--- config.mk ---
export PLATFORM = sky130hd
export DESIGN_NAME = cpu_exception_entry_priority
export DESIGN_NICKNAME = d
export VERILOG_FILES = /design/src/hw/exc_entry_pkg.sv /design/src/hw/cpu_exception_entry_priority.sv
export SDC_FILE = /design/constraint.sdc
export NUM_CORES = 1
export LEC_CHECK = 0
export BUFFER_PORTS_ARGS = -buffer_cell sky130_fd_sc_hd__buf_2
export CAP_MARGIN = 20
export CORE_MARGIN = 2
export CORE_UTILIZATION = 58
export DETAILED_ROUTE_END_ITERATION = 7
export GPL_ROUTABILITY_DRIVEN = 1
export HOLD_SLACK_MARGIN = 0.05
export PLACE_DENSITY = 0.87
export SYNTH_ARGS = -nofsm -noshare
export SYNTH_HDL_FRONTEND = slang
export SYNTH_SLANG_ARGS = --single-unit
--- constraint.sdc ---
create_clock -name i_clk_sys -period 4.5 [get_ports i_clk_sys]
set_clock_uncertainty 0.15 [all_clocks]
set_input_delay 0.9 -clock i_clk_sys [delete_from_list [all_inputs] [get_ports i_clk_sys]]
set_output_delay 0.9 -clock i_clk_sys [all_outputs]
set_load 0.01 [all_outputs]
--- src/hw/exc_entry_pkg.sv ---
// constants and types of the exception entry unit
package exc_entry_pkg;
    localparam logic [4:0] MODE_USER = 5'h10;
    localparam logic [4:0] MODE_FIQ = 5'h11;
    localparam logic [4:0] MODE_IRQ = 5'h12;
    localparam logic [4:0] MODE_SVC = 5'h13;
    localparam logic [4:0] MODE_ABT = 5'h17;
    localparam logic [4:0] MODE_UND = 5'h1b;
    localparam logic [4:0] MODE_SYS = 5'h1f;
    localparam int MODE_LSB = 0;
    localparam int BIT_T = 5;
    localparam int BIT_F = 6;
    localparam int BIT_I = 7;
    localparam logic [31:0] VEC_RESET = 32'h00000000;
    localparam logic [31:0] VEC_UND = 32'h00000004;
    localparam logic [31:0] VEC_TRAP = 32'h00000008;
    localparam logic [31:0] VEC_PABT = 32'h0000000c;
    localparam logic [31:0] VEC_DABT = 32'h00000010;
    localparam logic [31:0] VEC_RSVD = 32'h00000014;
    localparam logic [31:0] VEC_IRQ = 32'h00000018;
    localparam logic [31:0] VEC_FIQ = 32'h0000001c;
    localparam logic [31:0] RESET_PC = 32'h00000000;
    localparam logic [31:0] STATUS_RESET = 32'h000000d3;
    localparam logic [31:0] RET_OFF_2 = 32'h00000002;
    localparam logic [31:0] RET_OFF_4 = 32'h00000004;
    localparam logic [31:0] RET_OFF_8 = 32'h00000008;
    localparam logic [1:0] XFER_SINGLE = 2'h0;
    localparam logic [1:0] XFER_SWAP = 2'h1;
    localparam logic [1:0] XFER_MULTI = 2'h2;
    localparam int NUM_BANKS = 5;
    localparam logic [2:0] BANK_SVC = 3'h0;
    localparam logic [2:0] BANK_ABT = 3'h1;
    localparam logic [2:0] BANK_UND = 3'h2;
    localparam logic [2:0] BANK_IRQ = 3'h3;
    localparam logic [2:0] BANK_FIQ = 3'h4;
    localparam logic [2:0] BANK_NONE = 3'h5;
    typedef enum logic [2:0] {
        EXC_NONE, EXC_RESET, EXC_UND, EXC_TRAP, EXC_PABT, EXC_DABT, EXC_IRQ, EXC_FIQ
    } exc_type;
endpackage : exc_entry_pkg

--- src/hw/cpu_exception_entry_priority.sv ---
// exception masking, abort handling, priority and entry of the core
// Function
// - fast interrupt requests ignored while fast mask bit is 1; the fast entry chained after abort entry is still taken
// - user mode writes cannot change the fast mask bit
// - normal interrupts ignored while normal mask is 1; changed only privileged
// - normal interrupts stay masked during fast interrupt handling
// - aborts seen in memory cycle, split into prefetch and data aborts
// - prefetch abort tags instruction; taken only if it reaches head
// - aborted single load or store still performs base writeback
// - aborted atomic swap changes no register and no memory
// - aborted multi transfer completes, including base writeback
// - after an abort every register load from memory is suppressed
// - fixed vectors four bytes apart from address zero
// - software trap enters supervisor mode at its vector
// - unimplemented opcode enters undefined mode
// - status-restoring return reloads status from the saved copy
// - priority: reset, data abort, fast, normal, prefetch, undefined/trap
// - undefined and software trap share the lowest level; here undefined wins if both are flagged
// - data abort with enabled fast interrupt: abort entry then fast vector
// - reset copies pc and status into supervisor link and saved status
// - reset sets supervisor mode, both masks, clears compact state
// - first fetch after reset from address zero in 32-bit state
// - entry saves return, status, sets mode, masks, vector, leaves compact
// - return address is pc plus 2, 4 or 8 by type and state
//
// Design decisions made here: strobed register access and the address map.
`timescale 1ns/1ps
module cpu_exception_entry_priority
    import exc_entry_pkg::*;
(
    input wire logic i_clk_sys,
    input wire logic i_rst,
    input wire logic i_fiq_req,
    input wire logic i_irq_req,
    input wire logic i_fetch_done,
    input wire logic i_bus_abort,
    input wire logic i_pipe_flush,
    input wire logic i_data_access,
    input wire logic [1:0] i_xfer_kind,
    input wire logic i_boundary,
    input wire logic i_head_undefined,
    input wire logic i_head_trap,
    input wire logic [31:0] i_pc,
    input wire logic i_status_write,
    input wire logic [31:0] i_status_wdata,
    input wire logic i_status_restore,
    output logic [31:0] o_current_status_word,
    output logic [31:0] o_saved_status_word,
    output logic o_pc_load,
    output logic [31:0] o_pc_target,
    output logic o_link_write,
    output logic [2:0] o_link_bank,
    output logic [31:0] o_link_data,
    output logic o_reg_load_suppress,
    output logic o_swap_suppress
);

    typedef struct packed {
        logic [2:0] fiq_sync;
        logic [2:0] irq_sync;
        logic fiq_level;
        logic irq_level;
        logic [1:0] pabt_tag;
        logic dabt_pending;
        logic abort_seen;
        logic abort_swap;
        logic chain_fiq;
        logic reset_pending;
        logic [31:0] status;
        logic [NUM_BANKS-1:0][31:0] saved;
        logic [31:0] saved_out;
        logic pc_load;
        logic [31:0] pc_target;
        logic link_write;
        logic [2:0] link_bank;
        logic [31:0] link_data;
        exc_type last_taken;
    } state_type;

    localparam state_type STATE_RESET = '{
        status: STATUS_RESET,
        reset_pending: 1'b1,
        last_taken: EXC_NONE,
        default: '0
    };

    state_type r;
    state_type next_r;

    function automatic logic [31:0] vector_of(input exc_type e);
        case (e)
            EXC_UND: vector_of = VEC_UND;
            EXC_TRAP: vector_of = VEC_TRAP;
            EXC_PABT: vector_of = VEC_PABT;
            EXC_DABT: vector_of = VEC_DABT;
            EXC_IRQ: vector_of = VEC_IRQ;
            EXC_FIQ: vector_of = VEC_FIQ;
            default: vector_of = VEC_RESET;
        endcase
    endfunction : vector_of

    function automatic logic [4:0] mode_of(input exc_type e);
        case (e)
            EXC_UND: mode_of = MODE_UND;
            EXC_PABT, EXC_DABT: mode_of = MODE_ABT;
            EXC_IRQ: mode_of = MODE_IRQ;
            EXC_FIQ: mode_of = MODE_FIQ;
            default: mode_of = MODE_SVC;
        endcase
    endfunction : mode_of

    function automatic logic [2:0] bank_of(input logic [4:0] m);
        case (m)
            MODE_SVC: bank_of = BANK_SVC;
            MODE_ABT: bank_of = BANK_ABT;
            MODE_UND: bank_of = BANK_UND;
            MODE_IRQ: bank_of = BANK_IRQ;
            MODE_FIQ: bank_of = BANK_FIQ;
            default: bank_of = BANK_NONE;
        endcase
    endfunction : bank_of

    // return offset by type and compact state
    function automatic logic [31:0] ret_off(input exc_type e, input logic compact);
        case (e)
            EXC_UND, EXC_TRAP: ret_off = compact ? RET_OFF_2 : RET_OFF_4;
            EXC_DABT: ret_off = RET_OFF_8;
            default: ret_off = RET_OFF_4;
        endcase
    endfunction : ret_off

    exc_type take;
    logic [2:0] bank;
    logic [2:0] cur_bank;
    logic [31:0] base_pc;

    always_comb begin
        next_r = r;
        next_r.pc_load = 1'b0;
        next_r.link_write = 1'b0;
        next_r.last_taken = EXC_NONE;
        take = EXC_NONE;
        bank = BANK_NONE;
        base_pc = i_pc;
        cur_bank = bank_of(r.status[MODE_LSB +: 5]);

        // three-stage pin sampling, level moves when stages two and three agree
        next_r.fiq_sync = {r.fiq_sync[1:0], i_fiq_req};
        next_r.irq_sync = {r.irq_sync[1:0], i_irq_req};
        if (r.fiq_sync[1] == r.fiq_sync[2]) begin
            next_r.fiq_level = r.fiq_sync[2];
        end
        if (r.irq_sync[1] == r.irq_sync[2]) begin
            next_r.irq_level = r.irq_sync[2];
        end

        // abort tag travels with the fetched instruction
        if (i_pipe_flush) begin
            next_r.pabt_tag = 2'h0;
        end else if (i_fetch_done) begin
            next_r.pabt_tag = {r.pabt_tag[0], i_bus_abort};
        end

        if (i_data_access && i_bus_abort) begin
            next_r.dabt_pending = 1'b1;
            next_r.abort_seen = 1'b1;
            // single and multi keep base writeback, swap loses everything
            next_r.abort_swap = (i_xfer_kind == XFER_SWAP);
        end

        if (i_status_write) begin
            next_r.status = i_status_wdata;
            if (r.status[MODE_LSB +: 5] == MODE_USER) begin
                next_r.status[BIT_F] = r.status[BIT_F];
                next_r.status[BIT_I] = r.status[BIT_I];
                next_r.status[MODE_LSB +: 5] = MODE_USER;
            end
        end else if (i_status_restore && cur_bank != BANK_NONE) begin
            next_r.status = r.saved[cur_bank];
        end

        if (r.reset_pending) begin
            take = EXC_RESET;
        end else if (r.chain_fiq) begin
            take = EXC_FIQ;
            base_pc = VEC_DABT;
        end else if (i_boundary) begin
            if (r.dabt_pending) begin
                take = EXC_DABT;
            end else if (r.fiq_level && !r.status[BIT_F]) begin
                take = EXC_FIQ;
            end else if (r.irq_level && !r.status[BIT_I]
                         && r.status[MODE_LSB +: 5] != MODE_FIQ) begin
                take = EXC_IRQ;
            end else if (r.pabt_tag[1]) begin
                take = EXC_PABT;
            end else if (i_head_undefined) begin
                take = EXC_UND;
            end else if (i_head_trap) begin
                take = EXC_TRAP;
            end
        end

        if (take != EXC_NONE) begin
            bank = bank_of(mode_of(take));
            next_r.saved[bank] = r.status;
            next_r.link_write = 1'b1;
            next_r.link_bank = bank;
            if (take == EXC_RESET) begin
                next_r.link_data = i_pc;
            end else begin
                next_r.link_data = base_pc + ret_off(take, r.status[BIT_T]);
            end
            next_r.status[MODE_LSB +: 5] = mode_of(take);
            next_r.status[BIT_I] = 1'b1;
            next_r.status[BIT_F] = 1'b1;
            next_r.status[BIT_T] = 1'b0;
            next_r.pc_load = 1'b1;
            next_r.pc_target = vector_of(take);
            next_r.last_taken = take;
            next_r.pabt_tag = 2'h0;
            next_r.reset_pending = 1'b0;
            next_r.chain_fiq = 1'b0;
            if (take == EXC_DABT) begin
                // an abort arriving in the entry cycle stays pending
                next_r.dabt_pending = i_data_access && i_bus_abort;
                next_r.abort_seen = i_data_access && i_bus_abort;
                next_r.abort_swap = i_data_access && i_bus_abort && (i_xfer_kind == XFER_SWAP);
                // enabled fast request rides straight after abort entry
                next_r.chain_fiq = r.fiq_level && !r.status[BIT_F];
            end
        end

        if (bank_of(next_r.status[MODE_LSB +: 5]) == BANK_NONE) begin
            next_r.saved_out = 32'h00000000;
        end else begin
            next_r.saved_out = next_r.saved[bank_of(next_r.status[MODE_LSB +: 5])];
        end
    end

    always_ff @(posedge i_clk_sys) begin
        if (i_rst) begin
            r <= STATE_RESET;
        end else begin
            r <= next_r;
        end
    end

    assign o_current_status_word = r.status;
    assign o_saved_status_word = r.saved_out;
    assign o_pc_load = r.pc_load;
    assign o_pc_target = r.pc_target;
    assign o_link_write = r.link_write;
    assign o_link_bank = r.link_bank;
    assign o_link_data = r.link_data;
    assign o_reg_load_suppress = r.abort_seen;
    assign o_swap_suppress = r.abort_swap;
endmodule : cpu_exception_entry_priority

==> results.yml, run 1 <==
timing:
  finalSetupViolCount: 0
  worst-slew-pin-transition_ns: 0.777
  maxSlewHeadroom_pct: 48.2
  fin_crit_sh_pct: 95.3
  hold_viol: 0
  fmax_mhz: 233
  slew_viol_final: 0
  fin_crit_ns: 4.29
  rsz0062_at_grt: "no"
  finalSetupTns_ns: 0
cts:
  htree_num_levels: 1
  cts-root-buf: "clkbuf_16"
  clk_latency_ns: 0.55
  cts_tree: "built"
  cts_sinks: 278
  clock_path_buffers: 3
  cts_buffers: 29
  post_cts_buffers: 0
  clkSlewWorstSetupHoldPaths_ns: 0.06
worst_setup_path:
  end_kind: "flip-flop"
  crit_arrival_ns: 4.57
  critPathLaunchType: "flip-flop"
  worstPathMaxFanout: 34
  worstSetupPathType: "flip-flop to flip-flop"
  rrSetupSlack_ns: 0.21
  required_ns: 4.78
floorplanning:
  fp.dieArea_mm2: 0.0256
  die-width_um: 160
  core-area_mm2: 0.0241
  die_y_um: 160
  start_util_pct: 58.6
  rows: 57
  io_pins: 214
drt:
  first_iter_violations: 1562
  drc: 0
  vias: 12100
  drt-vias-per-instance: 6.38
  firstDrtPassIters: 6
  wl_um: 40000
  final_antenna_net_count: 0
  wire_per_inst_um: 21.0
power_and_ir_drop:
  finalPower_mw: 6.18
  p_sw_mw: 1.74
  p_clk_share_pct: 40.1
  power_density_mw_per_mm2: 397
  p_int_mw: 4.45
  p_seq_share_pct: 42.9
  netSwitchingFraction_pct: 28.1
  ir_drop_mv: 0.485
  p_comb_share_pct: 17.0
  p_leak_nw: 6.59
place:
  gp_congestion: 0.959
  dpl.hpwl_um: 24100
  dpl_cell_area_mm2: 0.0146
  dp.cells: 1850
  port-buffer-count: 184
logic_synthesis:
  seq_area_frac_synth_pct: 39.4
  dominantRegCellSynth: "dfxtp_1"
  syn_area_mm2: 0.0141
  ys_ff_latch: 278
  synth_cell_types: 67
  ys_async_sr_fraction_pct: 0
  postSynthCellCount: 1521
  synth_area_per_cell_um2: 9.29
  synth-edff-count: 0
  synth_warnings: 0
global_route:
  gr-total-overflow: 0
  met1_usage_pct: 38.6
  first_global_vias: 11900
  use_met2_pct: 51.2
  grtUsageTotal_pct: 30.5
  grt_most_used_layer: "met2"
  grt_pass1_wl_um: 63700
  grt_max_degree: 143
  grtUsageMet3_pct: 5.71
  antenna_found_initial: 0
cells_and_area:
  final_util_pct: 64.6
  layout.cells.non_filler: 1902
  drive_gt1_share_pct: 23.7
  finalNetCount: 1640
  antenna_cells: 0
  areaGrowthSynthToFinish_pct: 10.1
  design_area_mm2: 0.0156
flow_run:
  max_cap_viol_count: 0
min_path:
  worstHoldPathType: "flip-flop to flip-flop"
status:
  outcome: "complete, no violations"
cell usage in the layout (no fill, tap or decap), drive strengths merged, types with 13 or more instances in the layout:
cell / netlist / layout
buf: 155 / 230
a211oi: 43 / 43
nor2b: 13 / 13
mux4: 27 / 27
clkbuf: 98 / 41
xnor2: 13 / 13
nand3: 20 / 20
dfxtp: 278 / 278
a22oi: 38 / 38
nand2: 62 / 62
a221oi: 30 / 30
a221o: 32 / 32
o221a: 32 / 32
or3: 37 / 37
nor3: 13 / 13
o21ai: 24 / 24
mux2i: 164 / 164
conb: 1 / 29
a21oi: 52 / 52
nor2: 260 / 260
xor2: 18 / 18
registers in the layout (all words and copies together), names as in the netlist:
register / cells
r: 169
next_r: 4
o_pc_target: 3
o_current_status_word: 32
o_reg_load_suppress: 1
o_saved_status_word: 32
o_link_data: 32
o_pc_load: 1
o_link_bank: 3
o_swap_suppress: 1
worst max-delay path, cell delays in order (launching register included):
cell and delay (ns):
dfxtp_1 0.51, nand2_1 0.18, or3_1 0.61, a211o_1 0.32
a41oi_1 0.40, a21oi_1 0.17, or3_1 0.38, buf_4 0.28
or2_1 0.31, buf_12 0.19, o221a_2 0.31, a211oi_1 0.34
power by group through the flow:
stage | clock network, mW | logic, mW | registers, mW
floorplan | 0 | 0.776 | 2.67
global placement | 0 | 0.997 | 2.70
detailed placement | 0 | 1.02 | 2.70
CTS | 2.50 | 1.03 | 2.65
global route | 2.60 | 1.11 | 2.66
finish | 2.48 | 1.05 | 2.65
Yosys cell counts (4+ instances only):
| library cell | n | area (µm²) |
|---|---|---|
| a211oi_1 | 43 | 323 |
| a21o_1 | 7 | 52.6 |
| a21oi_1 | 52 | 260 |
| a221o_1 | 32 | 320 |
| a221oi_1 | 20 | 175 |
| a221oi_2 | 10 | 150 |
| a22oi_1 | 38 | 285 |
| a31oi_1 | 4 | 25.0 |
| and2_1 | 7 | 43.8 |
| and3_1 | 11 | 68.8 |
| buf_1 | 8 | 30.0 |
| buf_2 | 12 | 60.1 |
| buf_4 | 132 | 991 |
| clkbuf_1 | 98 | 368 |
| dfxtp_1 | 278 | 5570 |
| inv_1 | 6 | 22.5 |
| mux2i_1 | 164 | 1640 |
| mux4_2 | 27 | 608 |
| nand2_1 | 62 | 233 |
| nand2b_1 | 11 | 68.8 |
| nand3_1 | 20 | 100 |
| nand4_1 | 9 | 56.3 |
| nor2_1 | 259 | 972 |
| nor2b_1 | 13 | 81.3 |
| nor3_1 | 13 | 65.1 |
| nor3b_1 | 5 | 37.5 |
| nor4_1 | 5 | 31.3 |
| o21a_1 | 4 | 30.0 |
| o21ai_0 | 21 | 105 |
| o221a_2 | 32 | 360 |
| or2_2 | 4 | 25.0 |
| or3_1 | 36 | 225 |
| xnor2_1 | 13 | 114 |
| xor2_1 | 18 | 158 |
repair_timing:
action	CTS	global route
hold buffers	0	0
setup endpoints to repair	0	10
gates resized for setup	0	4
per-stage QoR:
stage               setup WS (ns)  hold WS, ns
finish                      0.212        0.288
global route               0.0152        0.314
CTS                         0.281        0.292
detailed placement          0.212        0.278
global placement            0.325        0.273
floorplan                   0.581        0.264
final cells by class:
cell class | count | area [µm²]
tap | 324 | 405
fill | 1904 | 8540
inverter | 6 | 22.5
timing repair buffer | 230 | 1350
sequential | 278 | 5570
clock buffer | 41 | 851
clock inverter | 11 | 143
multi-input combinational | 1012 | 7230
per-layer routing:
| metal | share of wire (%) | wire, µm |
|---|---|---|
| met5 | 0 | 0 |
| met1 | 39 | 15500 |
| met2 | 47 | 19000 |
| met4 | 3.9 | 1550 |
| met3 | 10 | 3990 |
worst paths after layout:
| kind | cells after the start | startpoint | to |
|---|---|---|---|
| setup / recovery | 11 | o_current_status_word[1] | o_saved_status_word[7] |
| hold / removal | 1 | next_r[309] | next_r[310] |
| setup reg to reg | 11 | o_current_status_word[1] | o_saved_status_word[7] |
| hold reg to reg | 1 | next_r[309] | next_r[310] |
kinds of logic after synthesis:
family / synth area share, %
flip-flops: 39.4
AO/OA/AOI/OAI: 16.7
XOR/XNOR: 1.92
AND/OR/NAND/NOR: 15.0
adder cells (fa/ha/maj): 0.407
buffers and inverters: 10.7
other: 0.0265
multiplexers: 15.9
Power figures use the tool's default switching activity.
==> inputs of run 2 (changes only) <==
--- a/config.mk
+++ b/config.mk
@@ -8,11 +8,11 @@
 export BUFFER_PORTS_ARGS = -buffer_cell sky130_fd_sc_hd__buf_2
 export CAP_MARGIN = 20
 export CORE_MARGIN = 2
-export CORE_UTILIZATION = 58
+export CORE_UTILIZATION = 40
 export DETAILED_ROUTE_END_ITERATION = 7
 export GPL_ROUTABILITY_DRIVEN = 1
 export HOLD_SLACK_MARGIN = 0.05
-export PLACE_DENSITY = 0.87
+export PLACE_DENSITY = 0.65
 export SYNTH_ARGS = -nofsm -noshare
 export SYNTH_HDL_FRONTEND = slang
 export SYNTH_SLANG_ARGS = --single-unit
==> run 2 against run 1 <==
Effect of this change:
- global-route usage fell by 7.8 points
- count of clock-buffer cells in the layout rose by 4
- highest routed layer unchanged
- non-clock buffer count rose by 1
- via count fell by 3.9%
- combinational power barely moved
- clock power rose by 6%
- design area rose by 1.4%
- total power rose by 2.3%
- largest power group unchanged
- setup slack improved by 0.20 ns
- sequential power barely moved
- critical path depth rose by 7
==> results.yml, run 2 (same netlist as run 1, synthesis figures left out) <==
status:
  outcome: "complete, no violations"
drt:
  drc: 0
  wl_um: 42400
  wire_per_inst_um: 20.8
  final_antenna_net_count: 0
  vias: 11700
  drt-vias-per-instance: 5.74
  first_iter_violations: 910
  firstDrtPassIters: 5
cts:
  cts_hold_buf: 0
  cts-root-buf: "clkbuf_16"
  cts_buffers: 34
  clock_path_buffers: 3
  clk_latency_ns: 0.53
  cts_sinks: 278
  clkSlewWorstSetupHoldPaths_ns: 0.06
  htree_num_levels: 2
  cts_tree: "built"
min_path:
  worstHoldPathType: "flip-flop to flip-flop"
  worstHoldPathCells: 1
worst_setup_path:
  critPathLaunchType: "flip-flop"
  reg2regPathDepth: 18
  worstSetupPathType: "flip-flop to flip-flop"
  required_ns: 4.79
  crit_arrival_ns: 4.37
  end_kind: "flip-flop"
  worstPathMaxFanout: 8
global_route:
  grt_pass1_wl_um: 65200
  antenna_found_initial: 0
  grt_max_degree: 198
  first_global_vias: 11300
  grtUsageTotal_pct: 22.7
  gr-total-overflow: 0
timing:
  hold_viol: 0
  fin_crit_ns: 4.09
  fin_crit_sh_pct: 90.8
  finalSetupViolCount: 0
  finalSetupTns_ns: 0
  slew_viol_final: 0
  worst-slew-pin-transition_ns: 0.971
  rsz0062_at_grt: "no"
  maxSlewHeadroom_pct: 35.2
  fmax_mhz: 245
cells_and_area:
  multi_input_area_mm2: 0.00723
  largest_reg_flops: 169
  finalNetCount: 1646
  nFillCells: 3403
  regMostFlops: "r"
  seqCellArea_mm2: 0.00557
  layout_commonest_cell: "dfxtp_1"
  antenna_cells: 0
  drive_gt1_share_pct: 23.6
  areaGrowthSynthToFinish_pct: 11.7
  final_cell_mix: "278 x dfxtp_1, 256 x nor2_1, 183 x buf_2, 164 x mux2i_1, 62 x nand2_1"
place:
  dpl.hpwl_um: 25500
  port-buffer-count: 184
  gp_congestion: 0.902
power_and_ir_drop:
  p_leak_nw: 6.63
  finalPower_mw: 6.33
  ir_drop_mv: 0.306
  power_density_mw_per_mm2: 401
floorplanning:
  fp.dieArea_mm2: 0.0369
  rows: 68
  die_y_um: 192
  core-area_mm2: 0.0346
  io_pins: 214
  die-width_um: 192
  start_util_pct: 40.8
flow_run:
  max_cap_viol_count: 0
-- run 2: metal layers --
metal / GRT usage (%) / part of all wire (%) / routed length [µm] / vias to the layer above
met5: 0 / 0 / 0 / -
met4: 8.20 / 2.6 / 1120 / 0
met3: 4.93 / 8.6 / 3670 / 83
met2: 37.3 / 47 / 19900 / 517
met1: 29.3 / 42 / 17700 / 5664
li1: - / - / - / 5407
-- run 2: stage by stage --
step                hold slack, ns  instance area [µm²]  util [%]  setup slack, ns  cells
finish                       0.283                15800      45.6            0.415   2035
global route                 0.315                15800      45.6           0.0366   2035
CTS                          0.290                15800      45.6            0.367   2035
detailed placement           0.277                14700      42.5            0.195   1982
global placement             0.266                14700      42.5            0.313   1982
floorplan                    0.264                14200         -            0.581   1549
-- run 2: what timing repair did --
action,CTS,global route
setup buffers,0,0
gates resized for setup,0,2
hold endpoints to repair,0,0
endpoints found under the setup margin,0,2
-- run 2: critical path: stages, from the launching register on --
cell      delay [ns]
dfxtp_1         0.41
or3_4           0.47
o21ai_2         0.19
a311o_1         0.25
nand2_1         0.09
nor3_1          0.25
nand2_1         0.18
inv_1           0.12
nor2_1          0.08
ha_1            0.29
a21o_1          0.11
a21oi_1         0.07
nor2_2          0.16
and3_1          0.27
nand4_1         0.19
nor2_1          0.21
nand3_1         0.13
xnor2_1         0.14
a211oi_1        0.23
-- run 2: worst paths after layout --
kind / startpoint / to / slack (ns)
min reg2reg: next_r[309] / next_r[310] / 0.28
max reg2reg: o_current_status_word[1] / o_link_data[16] / 0.41
max: o_current_status_word[1] / o_link_data[16] / 0.41
min: next_r[309] / next_r[310] / 0.28
-- run 2: power by group --
part           internal [mW]  switching (mW)
Combinational          0.390           0.664
Clock                   1.56            1.06
Sequential              2.57          0.0828
Total                   4.52            1.81
-- run 2: final cells by class --
cell class / instances / share of cell area, %
clock inverter: 8 / 0.570
multi-input combinational: 1012 / 45.8
tap: 455 / 3.61
sequential: 278 / 35.2
inverter: 6 / 0.143
timing repair buffer: 231 / 8.58
clock buffer: 45 / 6.10
